==> src/plock_defines.svh <==
// constant definitions for the panel lock control block
`ifndef PLOCK_DEFINES_SVH
`define PLOCK_DEFINES_SVH
`define PLOCK_CLK_HZ 125000000
`define PLOCK_SCROLL_MS 1500
`define PLOCK_SCROLL_CYC ((`PLOCK_CLK_HZ / 1000) * `PLOCK_SCROLL_MS)
`define PLOCK_HOLD_MS 500
`define PLOCK_HOLD_CYC ((`PLOCK_CLK_HZ / 1000) * `PLOCK_HOLD_MS)
`define PLOCK_FAST_MS 100
`define PLOCK_FAST_CYC ((`PLOCK_CLK_HZ / 1000) * `PLOCK_FAST_MS)
`define PLOCK_AGGR_MAX 8'sh09
`define PLOCK_AGGR_MIN (-8'sh09)
`define PLOCK_AGGR_RST 8'sh00
`define PLOCK_LEVEL_RST 2'h3
`define PLOCK_VAL_RST 8'h00
// apb register byte addresses
`define PLOCK_A_CTRL 12'h000
`define PLOCK_A_AGGR 12'h004
`define PLOCK_A_STAT 12'h008
`define PLOCK_A_CMD 12'h00c
`define PLOCK_A_VAL 12'h010
// ctrl field positions
`define PLOCK_CTRL_LVL_LO 0
`define PLOCK_CTRL_STAT_BIT 4
// cmd field positions
`define PLOCK_CMD_TFAIL_BIT 0
`define PLOCK_CMD_TCLR_BIT 1
`define PLOCK_CMD_MODE_LO 4
`define PLOCK_CMD_MODE_GO_BIT 8
`endif

==> src/plock_pkg.sv <==
// types for the panel lock control block
package plock_pkg;
  typedef enum logic [2:0] {
    PLOCK_NORMAL = 3'b000,
    PLOCK_MANUAL = 3'b001,
    PLOCK_CONFIG = 3'b010,
    PLOCK_CALIB = 3'b011,
    PLOCK_RESET = 3'b100,
    PLOCK_FAILSAFE = 3'b101
  } plock_mode_t;
  typedef enum logic [2:0] {
    PLOCK_SHOW_SETPT = 3'b000,
    PLOCK_SHOW_PRES = 3'b001,
    PLOCK_SHOW_POS = 3'b010,
    PLOCK_SHOW_LOCKED = 3'b011,
    PLOCK_SHOW_TUNE_ERROR_MESSAGE = 3'b100,
    PLOCK_SHOW_MENU = 3'b101,
    PLOCK_SHOW_VALUE = 3'b110
  } plock_show_t;
endpackage : plock_pkg

==> src/plock_panel.sv <==
// panel lock control: buttons, locks, modes and display selection
//
// Added by the designer: the register offsets and the APB register port.
`timescale 1ns/100ps
`include "plock_defines.svh"
module plock_panel #(
  parameter int SCROLL_CYC = `PLOCK_SCROLL_CYC,
  parameter int HOLD_CYC = `PLOCK_HOLD_CYC,
  parameter int FAST_CYC = `PLOCK_FAST_CYC
) (
  // clock, reset, enable
  input wire logic clk_i,
  input wire logic rst_n_i,
  input wire logic ce_i,
  // apb slave
  input wire logic psel_i,
  input wire logic penable_i,
  input wire logic pwrite_i,
  input wire logic [11:0] paddr_i,
  input wire logic [31:0] pwdata_i,
  output logic [31:0] prdata_o,
  output logic pready_o,
  output logic pslverr_o,
  // panel inputs
  input wire logic btn_sel_i,
  input wire logic btn_dec_i,
  input wire logic btn_inc_i,
  input wire logic jumper_secure_i,
  // valve side
  input wire logic [7:0] analog_setpt_i,
  input wire logic [7:0] position_i,
  // display and mode outputs
  output logic [2:0] show_o,
  output logic status_mark_o,
  output logic [2:0] mode_o,
  output logic [7:0] valve_cmd_o,
  output logic [7:0] edit_val_o,
  output logic signed [7:0] aggr_o,
  output logic tune_err_o
);
  if (SCROLL_CYC < 1 || HOLD_CYC < 1 || FAST_CYC < 1) begin : g_bad_counts
    $error("plock_panel: counts must be at least one");
  end

  plock_pkg::plock_mode_t mode_reg;
  plock_pkg::plock_show_t show_reg;
  logic [1:0] level_reg;
  logic stat_reg, status_mark_reg;
  logic signed [7:0] aggr_reg;
  logic tune_err_reg;
  logic [7:0] val_reg, hold_pos_reg, valve_reg;
  logic [31:0] scroll_cnt_reg;
  logic [31:0] hold_cnt_reg;
  logic [2:0] btn_prev_reg;
  logic [31:0] prdata_reg;
  logic pready_reg, pslverr_reg;

  // apb decode
  logic acc, wr_ctrl, wr_aggr, wr_cmd, wr_val, hit;
  logic signed [7:0] aggr_w;
  assign acc = psel_i & penable_i & ce_i;
  assign hit = (paddr_i == `PLOCK_A_CTRL) || (paddr_i == `PLOCK_A_AGGR) ||
               (paddr_i == `PLOCK_A_STAT) || (paddr_i == `PLOCK_A_CMD) ||
               (paddr_i == `PLOCK_A_VAL);
  assign wr_ctrl = acc & pwrite_i & (paddr_i == `PLOCK_A_CTRL);
  assign wr_aggr = acc & pwrite_i & (paddr_i == `PLOCK_A_AGGR);
  assign wr_cmd = acc & pwrite_i & (paddr_i == `PLOCK_A_CMD);
  assign wr_val = acc & pwrite_i & (paddr_i == `PLOCK_A_VAL);
  assign aggr_w = pwdata_i[7:0];

  // remote mode command; jumper blocks config and calib entry remotely
  logic rmode_go, rmode_ok;
  plock_pkg::plock_mode_t rmode;
  assign rmode_go = wr_cmd & pwdata_i[`PLOCK_CMD_MODE_GO_BIT];
  assign rmode = plock_pkg::plock_mode_t'(pwdata_i[`PLOCK_CMD_MODE_LO +: 3]);
  assign rmode_ok = !(jumper_secure_i && (rmode == plock_pkg::PLOCK_CONFIG ||
                     rmode == plock_pkg::PLOCK_CALIB));

  // button edges and hold repeat
  logic [2:0] btn_now, btn_rise;
  logic rep_tick, any_btn;
  assign btn_now = {btn_inc_i, btn_dec_i, btn_sel_i};
  assign btn_rise = btn_now & ~btn_prev_reg;
  assign any_btn = |btn_rise;
  assign rep_tick = (btn_inc_i ^ btn_dec_i) && hold_cnt_reg >= 32'(HOLD_CYC) &&
    ((hold_cnt_reg - 32'(HOLD_CYC)) % 32'(FAST_CYC)) == 0;

  // permission: most restrictive of level and jumper
  logic eff1, allow_manual, allow_setup, allow_any, refused;
  assign allow_any = (level_reg != 2'h0);
  assign allow_manual = (level_reg >= 2'h2);
  assign allow_setup = (level_reg == 2'h3) && !jumper_secure_i;
  assign eff1 = allow_any;

  // next mode requested by select press
  plock_pkg::plock_mode_t sel_target;
  logic sel_ok;
  always_comb begin
    sel_target = plock_pkg::PLOCK_NORMAL;
    sel_ok = 1'b0;
    case (mode_reg)
      plock_pkg::PLOCK_NORMAL: begin
        sel_target = plock_pkg::PLOCK_MANUAL;
        sel_ok = allow_manual;
      end
      plock_pkg::PLOCK_MANUAL: begin
        sel_target = plock_pkg::PLOCK_CONFIG;
        sel_ok = allow_setup;
      end
      plock_pkg::PLOCK_CONFIG: begin
        sel_target = plock_pkg::PLOCK_CALIB;
        sel_ok = allow_setup;
      end
      plock_pkg::PLOCK_CALIB: begin
        sel_target = plock_pkg::PLOCK_NORMAL;
        sel_ok = 1'b1;
      end
      default: begin
        sel_target = mode_reg;
        sel_ok = 1'b0;
      end
    endcase
  end

  logic edit_mode;
  assign edit_mode = (mode_reg == plock_pkg::PLOCK_MANUAL && allow_manual) ||
                     ((mode_reg == plock_pkg::PLOCK_CONFIG ||
                       mode_reg == plock_pkg::PLOCK_CALIB) && allow_setup);

  // mode machine: reset mode after power-up, then normal
  always_ff @(posedge clk_i or negedge rst_n_i) begin
    if (!rst_n_i) begin
      mode_reg <= plock_pkg::PLOCK_RESET;
    end else if (ce_i) begin
      case (mode_reg)
        plock_pkg::PLOCK_RESET: begin
          mode_reg <= plock_pkg::PLOCK_NORMAL;
        end
        default: begin
          if (rmode_go && rmode_ok && rmode <= plock_pkg::PLOCK_FAILSAFE) begin
            mode_reg <= rmode;
          end else if (btn_rise[0] && eff1 && sel_ok) begin
            mode_reg <= sel_target;
          end
        end
      endcase
    end
  end

  // software lock level, status flag and the status symbol flop
  always_ff @(posedge clk_i or negedge rst_n_i) begin
    if (!rst_n_i) begin
      level_reg <= `PLOCK_LEVEL_RST;
      stat_reg <= 1'b0;
      status_mark_reg <= 1'b0;
    end else if (ce_i) begin
      if (wr_ctrl) begin
        level_reg <= pwdata_i[`PLOCK_CTRL_LVL_LO +: 2];
        stat_reg <= pwdata_i[`PLOCK_CTRL_STAT_BIT];
      end
      status_mark_reg <= stat_reg | tune_err_reg;
    end
  end

  // aggressiveness: remote only, clamped range, kept until changed
  always_ff @(posedge clk_i or negedge rst_n_i) begin
    if (!rst_n_i) begin
      aggr_reg <= `PLOCK_AGGR_RST;
    end else if (ce_i && wr_aggr && !jumper_secure_i) begin
      if (aggr_w > `PLOCK_AGGR_MAX) begin
        aggr_reg <= `PLOCK_AGGR_MAX;
      end else if (aggr_w < `PLOCK_AGGR_MIN) begin
        aggr_reg <= `PLOCK_AGGR_MIN;
      end else begin
        aggr_reg <= aggr_w;
      end
    end
  end

  // tune failure flag; a new failure wins over a clear
  always_ff @(posedge clk_i or negedge rst_n_i) begin
    if (!rst_n_i) begin
      tune_err_reg <= 1'b0;
    end else if (ce_i) begin
      if (wr_cmd && pwdata_i[`PLOCK_CMD_TFAIL_BIT]) begin
        tune_err_reg <= 1'b1;
      end else if (wr_cmd && pwdata_i[`PLOCK_CMD_TCLR_BIT]) begin
        tune_err_reg <= 1'b0;
      end
    end
  end

  // edited value: step, fast repeat, remote load
  always_ff @(posedge clk_i or negedge rst_n_i) begin
    if (!rst_n_i) begin
      val_reg <= `PLOCK_VAL_RST;
    end else if (ce_i) begin
      if (wr_val && (!jumper_secure_i ||
                     mode_reg == plock_pkg::PLOCK_MANUAL)) begin
        val_reg <= pwdata_i[7:0];
      end else if (edit_mode && (btn_rise[2] ||
                                 (rep_tick && btn_inc_i))) begin
        val_reg <= val_reg + 8'h01;
      end else if (edit_mode && (btn_rise[1] ||
                                 (rep_tick && btn_dec_i))) begin
        val_reg <= val_reg - 8'h01;
      end
    end
  end

  // captured position on entry to manual from normal
  always_ff @(posedge clk_i or negedge rst_n_i) begin
    if (!rst_n_i) begin
      hold_pos_reg <= 8'h00;
    end else if (ce_i) begin
      if (mode_reg == plock_pkg::PLOCK_NORMAL &&
          ((btn_rise[0] && eff1 && sel_ok) ||
           (rmode_go && rmode == plock_pkg::PLOCK_MANUAL))) begin
        hold_pos_reg <= position_i;
      end else if (mode_reg == plock_pkg::PLOCK_MANUAL && wr_val) begin
        hold_pos_reg <= pwdata_i[7:0];
      end else if (mode_reg == plock_pkg::PLOCK_MANUAL && edit_mode &&
                   btn_rise[2]) begin
        hold_pos_reg <= val_reg + 8'h01;
      end else if (mode_reg == plock_pkg::PLOCK_MANUAL && edit_mode &&
                   btn_rise[1]) begin
        hold_pos_reg <= val_reg - 8'h01;
      end
    end
  end

  // valve command: analog in normal, held value in manual
  always_ff @(posedge clk_i or negedge rst_n_i) begin
    if (!rst_n_i) begin
      valve_reg <= 8'h00;
    end else if (ce_i) begin
      if (mode_reg == plock_pkg::PLOCK_NORMAL) begin
        valve_reg <= analog_setpt_i;
      end else if (mode_reg == plock_pkg::PLOCK_MANUAL) begin
        valve_reg <= hold_pos_reg;
      end
    end
  end

  // button history and hold counter
  always_ff @(posedge clk_i or negedge rst_n_i) begin
    if (!rst_n_i) begin
      btn_prev_reg <= 3'h0;
      hold_cnt_reg <= 32'h0;
    end else if (ce_i) begin
      btn_prev_reg <= btn_now;
      if (btn_inc_i ^ btn_dec_i) begin
        hold_cnt_reg <= hold_cnt_reg + 32'h1;
      end else begin
        hold_cnt_reg <= 32'h0;
      end
    end
  end

  // scroll timer; a refusal restarts it so the locked page stands
  logic scroll_tick;
  assign scroll_tick = (scroll_cnt_reg == 32'(SCROLL_CYC - 1));
  always_ff @(posedge clk_i or negedge rst_n_i) begin
    if (!rst_n_i) begin
      scroll_cnt_reg <= 32'h0;
    end else if (ce_i) begin
      if (mode_reg != plock_pkg::PLOCK_NORMAL || scroll_tick || refused) begin
        scroll_cnt_reg <= 32'h0;
      end else begin
        scroll_cnt_reg <= scroll_cnt_reg + 32'h1;
      end
    end
  end

  // display selection; no diagnostics page exists
  assign refused = any_btn && (!eff1 || (btn_rise[0] && !sel_ok) ||
                   (!btn_rise[0] && !edit_mode &&
                    mode_reg != plock_pkg::PLOCK_NORMAL));
  always_ff @(posedge clk_i or negedge rst_n_i) begin
    if (!rst_n_i) begin
      show_reg <= plock_pkg::PLOCK_SHOW_SETPT;
    end else if (ce_i) begin
      if (refused) begin
        show_reg <= plock_pkg::PLOCK_SHOW_LOCKED;
      end else if (tune_err_reg) begin
        show_reg <= plock_pkg::PLOCK_SHOW_TUNE_ERROR_MESSAGE;
      end else if (show_reg == plock_pkg::PLOCK_SHOW_LOCKED && !any_btn &&
                   !scroll_tick) begin
        show_reg <= plock_pkg::PLOCK_SHOW_LOCKED;
      end else if (mode_reg != plock_pkg::PLOCK_NORMAL) begin
        show_reg <= edit_mode ? plock_pkg::PLOCK_SHOW_VALUE
                              : plock_pkg::PLOCK_SHOW_MENU;
      end else if (scroll_tick ||
                   show_reg > plock_pkg::PLOCK_SHOW_POS) begin
        case (show_reg)
          plock_pkg::PLOCK_SHOW_SETPT: show_reg <= plock_pkg::PLOCK_SHOW_PRES;
          plock_pkg::PLOCK_SHOW_PRES: show_reg <= plock_pkg::PLOCK_SHOW_POS;
          default: show_reg <= plock_pkg::PLOCK_SHOW_SETPT;
        endcase
      end
    end
  end

  // apb read data and answer, zero wait states
  logic [31:0] rd;
  always_comb begin
    rd = 32'h0;
    if (paddr_i == `PLOCK_A_CTRL) begin
      rd = {27'h0, stat_reg, 2'h0, level_reg};
    end else if (paddr_i == `PLOCK_A_AGGR) begin
      rd = {{24{aggr_reg[7]}}, aggr_reg};
    end else if (paddr_i == `PLOCK_A_STAT) begin
      rd = {19'h0, valve_reg, tune_err_reg, jumper_secure_i, mode_reg};
    end else if (paddr_i == `PLOCK_A_VAL) begin
      rd = {24'h0, val_reg};
    end
  end
  always_ff @(posedge clk_i or negedge rst_n_i) begin
    if (!rst_n_i) begin
      prdata_reg <= 32'h0;
      pready_reg <= 1'b0;
      pslverr_reg <= 1'b0;
    end else if (ce_i) begin
      pready_reg <= psel_i & ~penable_i;
      pslverr_reg <= psel_i & ~penable_i & ~hit;
      prdata_reg <= (psel_i & ~penable_i & ~pwrite_i) ? rd : 32'h0;
    end
  end

  assign prdata_o = prdata_reg;
  assign pready_o = pready_reg;
  assign pslverr_o = pslverr_reg;
  assign show_o = show_reg;
  assign status_mark_o = status_mark_reg;
  assign mode_o = mode_reg;
  assign valve_cmd_o = valve_reg;
  assign edit_val_o = val_reg;
  assign aggr_o = aggr_reg;
  assign tune_err_o = tune_err_reg;

  // checks
  chk_aggr_range: assert property (@(posedge clk_i) disable iff (!rst_n_i)
    aggr_reg <= `PLOCK_AGGR_MAX && aggr_reg >= `PLOCK_AGGR_MIN)
    else $error("aggressiveness out of range");
  chk_lvl0_mode: assert property (@(posedge clk_i) disable iff (!rst_n_i)
    ce_i && level_reg == 2'h0 && btn_rise[0] && !rmode_go
    |=> $stable(mode_reg))
    else $error("mode moved at level zero");
  chk_jumper_setup: assert property (@(posedge clk_i) disable iff (!rst_n_i)
    ce_i && jumper_secure_i && mode_reg == plock_pkg::PLOCK_MANUAL
    && !rmode_go |=> mode_reg != plock_pkg::PLOCK_CONFIG)
    else $error("setup entered with jumper secure");
  chk_locked_msg: assert property (@(posedge clk_i) disable iff (!rst_n_i)
    ce_i && refused |=> show_reg == plock_pkg::PLOCK_SHOW_LOCKED)
    else $error("locked message missing");
  chk_tune_show: assert property (@(posedge clk_i) disable iff (!rst_n_i)
    ce_i && tune_err_reg && !refused
    |=> show_reg == plock_pkg::PLOCK_SHOW_TUNE_ERROR_MESSAGE)
    else $error("tune error not shown");
  chk_manual_hold: assert property (@(posedge clk_i) disable iff (!rst_n_i)
    ce_i && mode_reg == plock_pkg::PLOCK_MANUAL && $stable(hold_pos_reg)
    |=> valve_reg == $past(hold_pos_reg))
    else $error("manual mode follows analog input");
  chk_scroll_step: assert property (@(posedge clk_i) disable iff (!rst_n_i)
    ce_i && scroll_tick && !refused && !tune_err_reg
    && show_reg == plock_pkg::PLOCK_SHOW_SETPT
    |=> show_reg == plock_pkg::PLOCK_SHOW_PRES)
    else $error("scroll did not advance");
  chk_lvl1_manual: assert property (@(posedge clk_i) disable iff (!rst_n_i)
    ce_i && level_reg == 2'h1 && mode_reg == plock_pkg::PLOCK_NORMAL
    && !rmode_go |=> mode_reg != plock_pkg::PLOCK_MANUAL)
    else $error("manual entered at level one");
endmodule : plock_panel

==> config.mk <==
export PLATFORM = sky130hd
export DESIGN_NAME = plock_panel
export DESIGN_NICKNAME = d
export VERILOG_FILES = /design/src/plock_pkg.sv /design/src/plock_panel.sv
export VERILOG_INCLUDE_DIRS = /design/src
export SDC_FILE = /design/constraint.sdc
export NUM_CORES = 1
export LEC_CHECK = 0
export ABC_AREA = 0
export BUFFER_PORTS_ARGS = -buffer_cell sky130_fd_sc_hd__buf_2
export CORE_UTILIZATION = 60
export CTS_CLUSTER_DIAMETER = 40
export DETAILED_ROUTE_END_ITERATION = 8
export PLACE_DENSITY = 0.81
export SYNTH_ARGS = -nofsm -noshare
export SYNTH_HDL_FRONTEND = slang
export SYNTH_SLANG_ARGS = --single-unit
==> constraint.sdc <==
create_clock -name clk_i -period 38.2 [get_ports clk_i]
set_clock_uncertainty 0.1 [all_clocks]
set_input_delay 1.91 -clock clk_i [delete_from_list [all_inputs] [get_ports clk_i]]
set_output_delay 1.91 -clock clk_i [all_outputs]
set_load 0.01 [all_outputs]
==> reports/results.ini <==
[placement]
dp.final_hpwl_um=31060
postPlaceCellArea_um2=14890
dp_cells=2247
gp_congestion=0.9461
io_buffers=112

[layout]
diodes=0
nNetsFinal=2027
fin_area_um2=15440
instances_no_fill=2279
layout-drive-gt1-share=0.1276
finalCoreUtilization=0.6579
syn2layout_area_growth_pct=7.256
fillers=2025

[setup_path]
path_max_fanout=17
worst_ep_arrival_time_ps=17930
critPathRequiredTime_ps=38390
cp_slowest_cell=nor4_2
cp-end-kind=register
startpoint_type=register
slowest_delay_ps=820
worstSetupPathType=reg -> reg

[synthesis]
yosys.area_share.simple=0.2863
synthMuxAreaShare=0.03424
synth_top_family_by_area=simple AND/OR/NAND/NOR gates
async_flop_share=1.000
synthTopCellsByArea=dfrtp_1, xnor2_1, nor2_1, xor2_1, nand2_1
synth.distinct_cells=125
synth_top_cell_area_share=0.2138
yosys.area_share.xor_xnor=0.1141
synth_compound_area_frac=0.2820
yosysSeqAreaShare=0.2193
synth_cells=1904
ys_ff_latch=126
ys_top_cells_by_count=nor2_1, nand2_1, dfrtp_1
synthAdderAreaFrac=0.01373
syn_area_um2=14400
synth_edf_count=0
yosys.area.top_type=dfrtp_1
yosysWarnings=0
synth_ff_type=dfrtp_1
synth_nets=1984
yosysMostFrequentCell=nor2_1
synth_area_per_cell_um2=7.562

[clock_tree]
htreeDepth=4
ctsHoldBuffers=0
cts.sinks=126
numCtsBuffers=17
cts_tree=done
root_buffer=clkbuf_16
clk_path_buf_depth=2
clk_latency_ps=430
post_cts_resized=0
clkTransAtPathRegs_ps=60
post_cts_buffers=0

[detailed_routing]
first_pass_iters=8
num_vias=15290
drc=0
wl_per_cell_um=18.17
initialDrtViolationCount=1473
vias_per_cell=6.707
wl_um=41410
ant_nets=0

[sta]
maxSlewHeadroom=0.2084
finalSetupViolations=0
fin_hold_ws_ps=386.3
max_freq_ghz=0.05636
fin_tns_setup_ps=0
rsz0062_at_grt=false
post-route-min-period_ps=17740
period_share=0.4645
hold_violations=0
maxSlewViolCount=0
tightest_slew_ps=1158

[die]
ios=136
die_w_um=156.9
rows=56
fp.coreArea_um2=23470
start_util=0.6134
die_y_um=156.9
die_area_um2=24620

[hold_path]
min_path_type=reg -> reg

[grt]
grt_antenna_before_repair=0
grt_pass1_vias=13950
grt_max_degree=85
grt_overflow=0
grt_first_pass_wirelength_um=68100
grt_usage=0.3357

[outcome]
status=finished, final reports clean

[flow_run]
maxCapViolCount=0

[pwr]
p_leak_uw=0.006173
ir_drop_v=0.00004683
pwr_density_cell_nw_per_um2=23.24

==> critical path: cells and delay by family (launching register included) <==
| kind | cells | cell delay, ps |
|---|---|---|
| xor+xnor | 2 | 370 |
| simple gates | 14 | 4940 |
| mux | 3 | 720 |
| compound gates | 28 | 10720 |
| flops | 1 | 690 |
==> report_power, final <==
group          switching, µW  internal [µW]  total, µW
Clock                   65.0           85.4        150
Sequential              13.4            142        156
Combinational           34.2           18.7       52.9
==> per-stage QoR <==
stage | setup WS [ps] | total power [µW]
final | 20460 | 358.9
after detailed placement | 20930 | 208.8
after floorplan | 23940 | 184.5
after global routing | 19140 | 372.5
after CTS | 20880 | 358.4
after global placement | 21210 | 206.8
==> layer usage <==
| layer | part of all wire | track usage | routed length (µm) | vias up |
|---|---|---|---|---|
| li1 | - | - | - | 7224 |
| met2 | 0.47 | 0.5570 | 19670 | 681 |
| met1 | 0.43 | 0.4420 | 17800 | 7275 |
| met5 | 0 | 0 | 0 | - |
| met4 | 0.025 | 0.1237 | 1055 | 0 |
| met3 | 0.070 | 0.04928 | 2890 | 105 |
==> cells in the final DEF, fill, tap and decap left out, types with 15 or more instances in the layout <==
| cell type | instances |
|---|---|
| a211oi_1 | 25 |
| a21o_1 | 18 |
| a21oi_1 | 111 |
| a31oi_1 | 36 |
| and2_1 | 23 |
| and3_1 | 34 |
| buf_2 | 111 |
| clkbuf_16 | 17 |
| dfrtp_1 | 123 |
| inv_1 | 50 |
| mux2_2 | 22 |
| mux2i_1 | 23 |
| nand2_1 | 160 |
| nand3_1 | 84 |
| nand4_1 | 29 |
| nor2_1 | 217 |
| nor3_1 | 64 |
| nor4_1 | 30 |
| o211ai_1 | 27 |
| o21ai_0 | 113 |
| o21ai_1 | 23 |
| o31ai_1 | 23 |
| or2_2 | 15 |
| or3_1 | 29 |
| or4_1 | 16 |
| xnor2_1 | 112 |
| xor2_1 | 70 |
==> path summary, 6_finish.rpt <==
kind / start / endpoint / slack (ps) / cells after the start
min: prdata_o[3] / prdata_o[3] / 390 / 1
min in group asynchronous: rst_n_i / edit_val_o[5] / 1380 / 1
max in group asynchronous: rst_n_i / scroll_cnt_reg[31] / 35150 / 2
max reg2reg: hold_cnt_reg[5] / edit_val_o[7] / 20460 / 47
min reg2reg: prdata_o[3] / prdata_o[3] / 390 / 1
max: hold_cnt_reg[5] / edit_val_o[7] / 20460 / 47
==> cells by family (layout without fill, tap and decap cells) <==
| logic type | count (synthesis) | count (layout) |
|---|---|---|
| adders and majority gates | 17 | 17 |
| and+or+nand+nor | 802 | 802 |
| DFF | 126 | 126 |
| buffers and inverters | 148 | 204 |
| xor gates and xnor gates | 185 | 185 |
| muxes | 46 | 46 |
| AOI/OAI and AO/OA | 580 | 580 |
==> area by class of cell <==
cell class	count	area, µm²	share of cell area
clock buffers	18	439.2	0.02844
flip-flops and latches	126	3157	0.2044
clock inverters	14	108.9	0.007049
well taps	319	399.1	0.02585
repair buffers	121	630.6	0.04084
inverters	51	191.4	0.01240
multi-input cells	1630	10520	0.6810
Power figures use the tool's default switching activity.
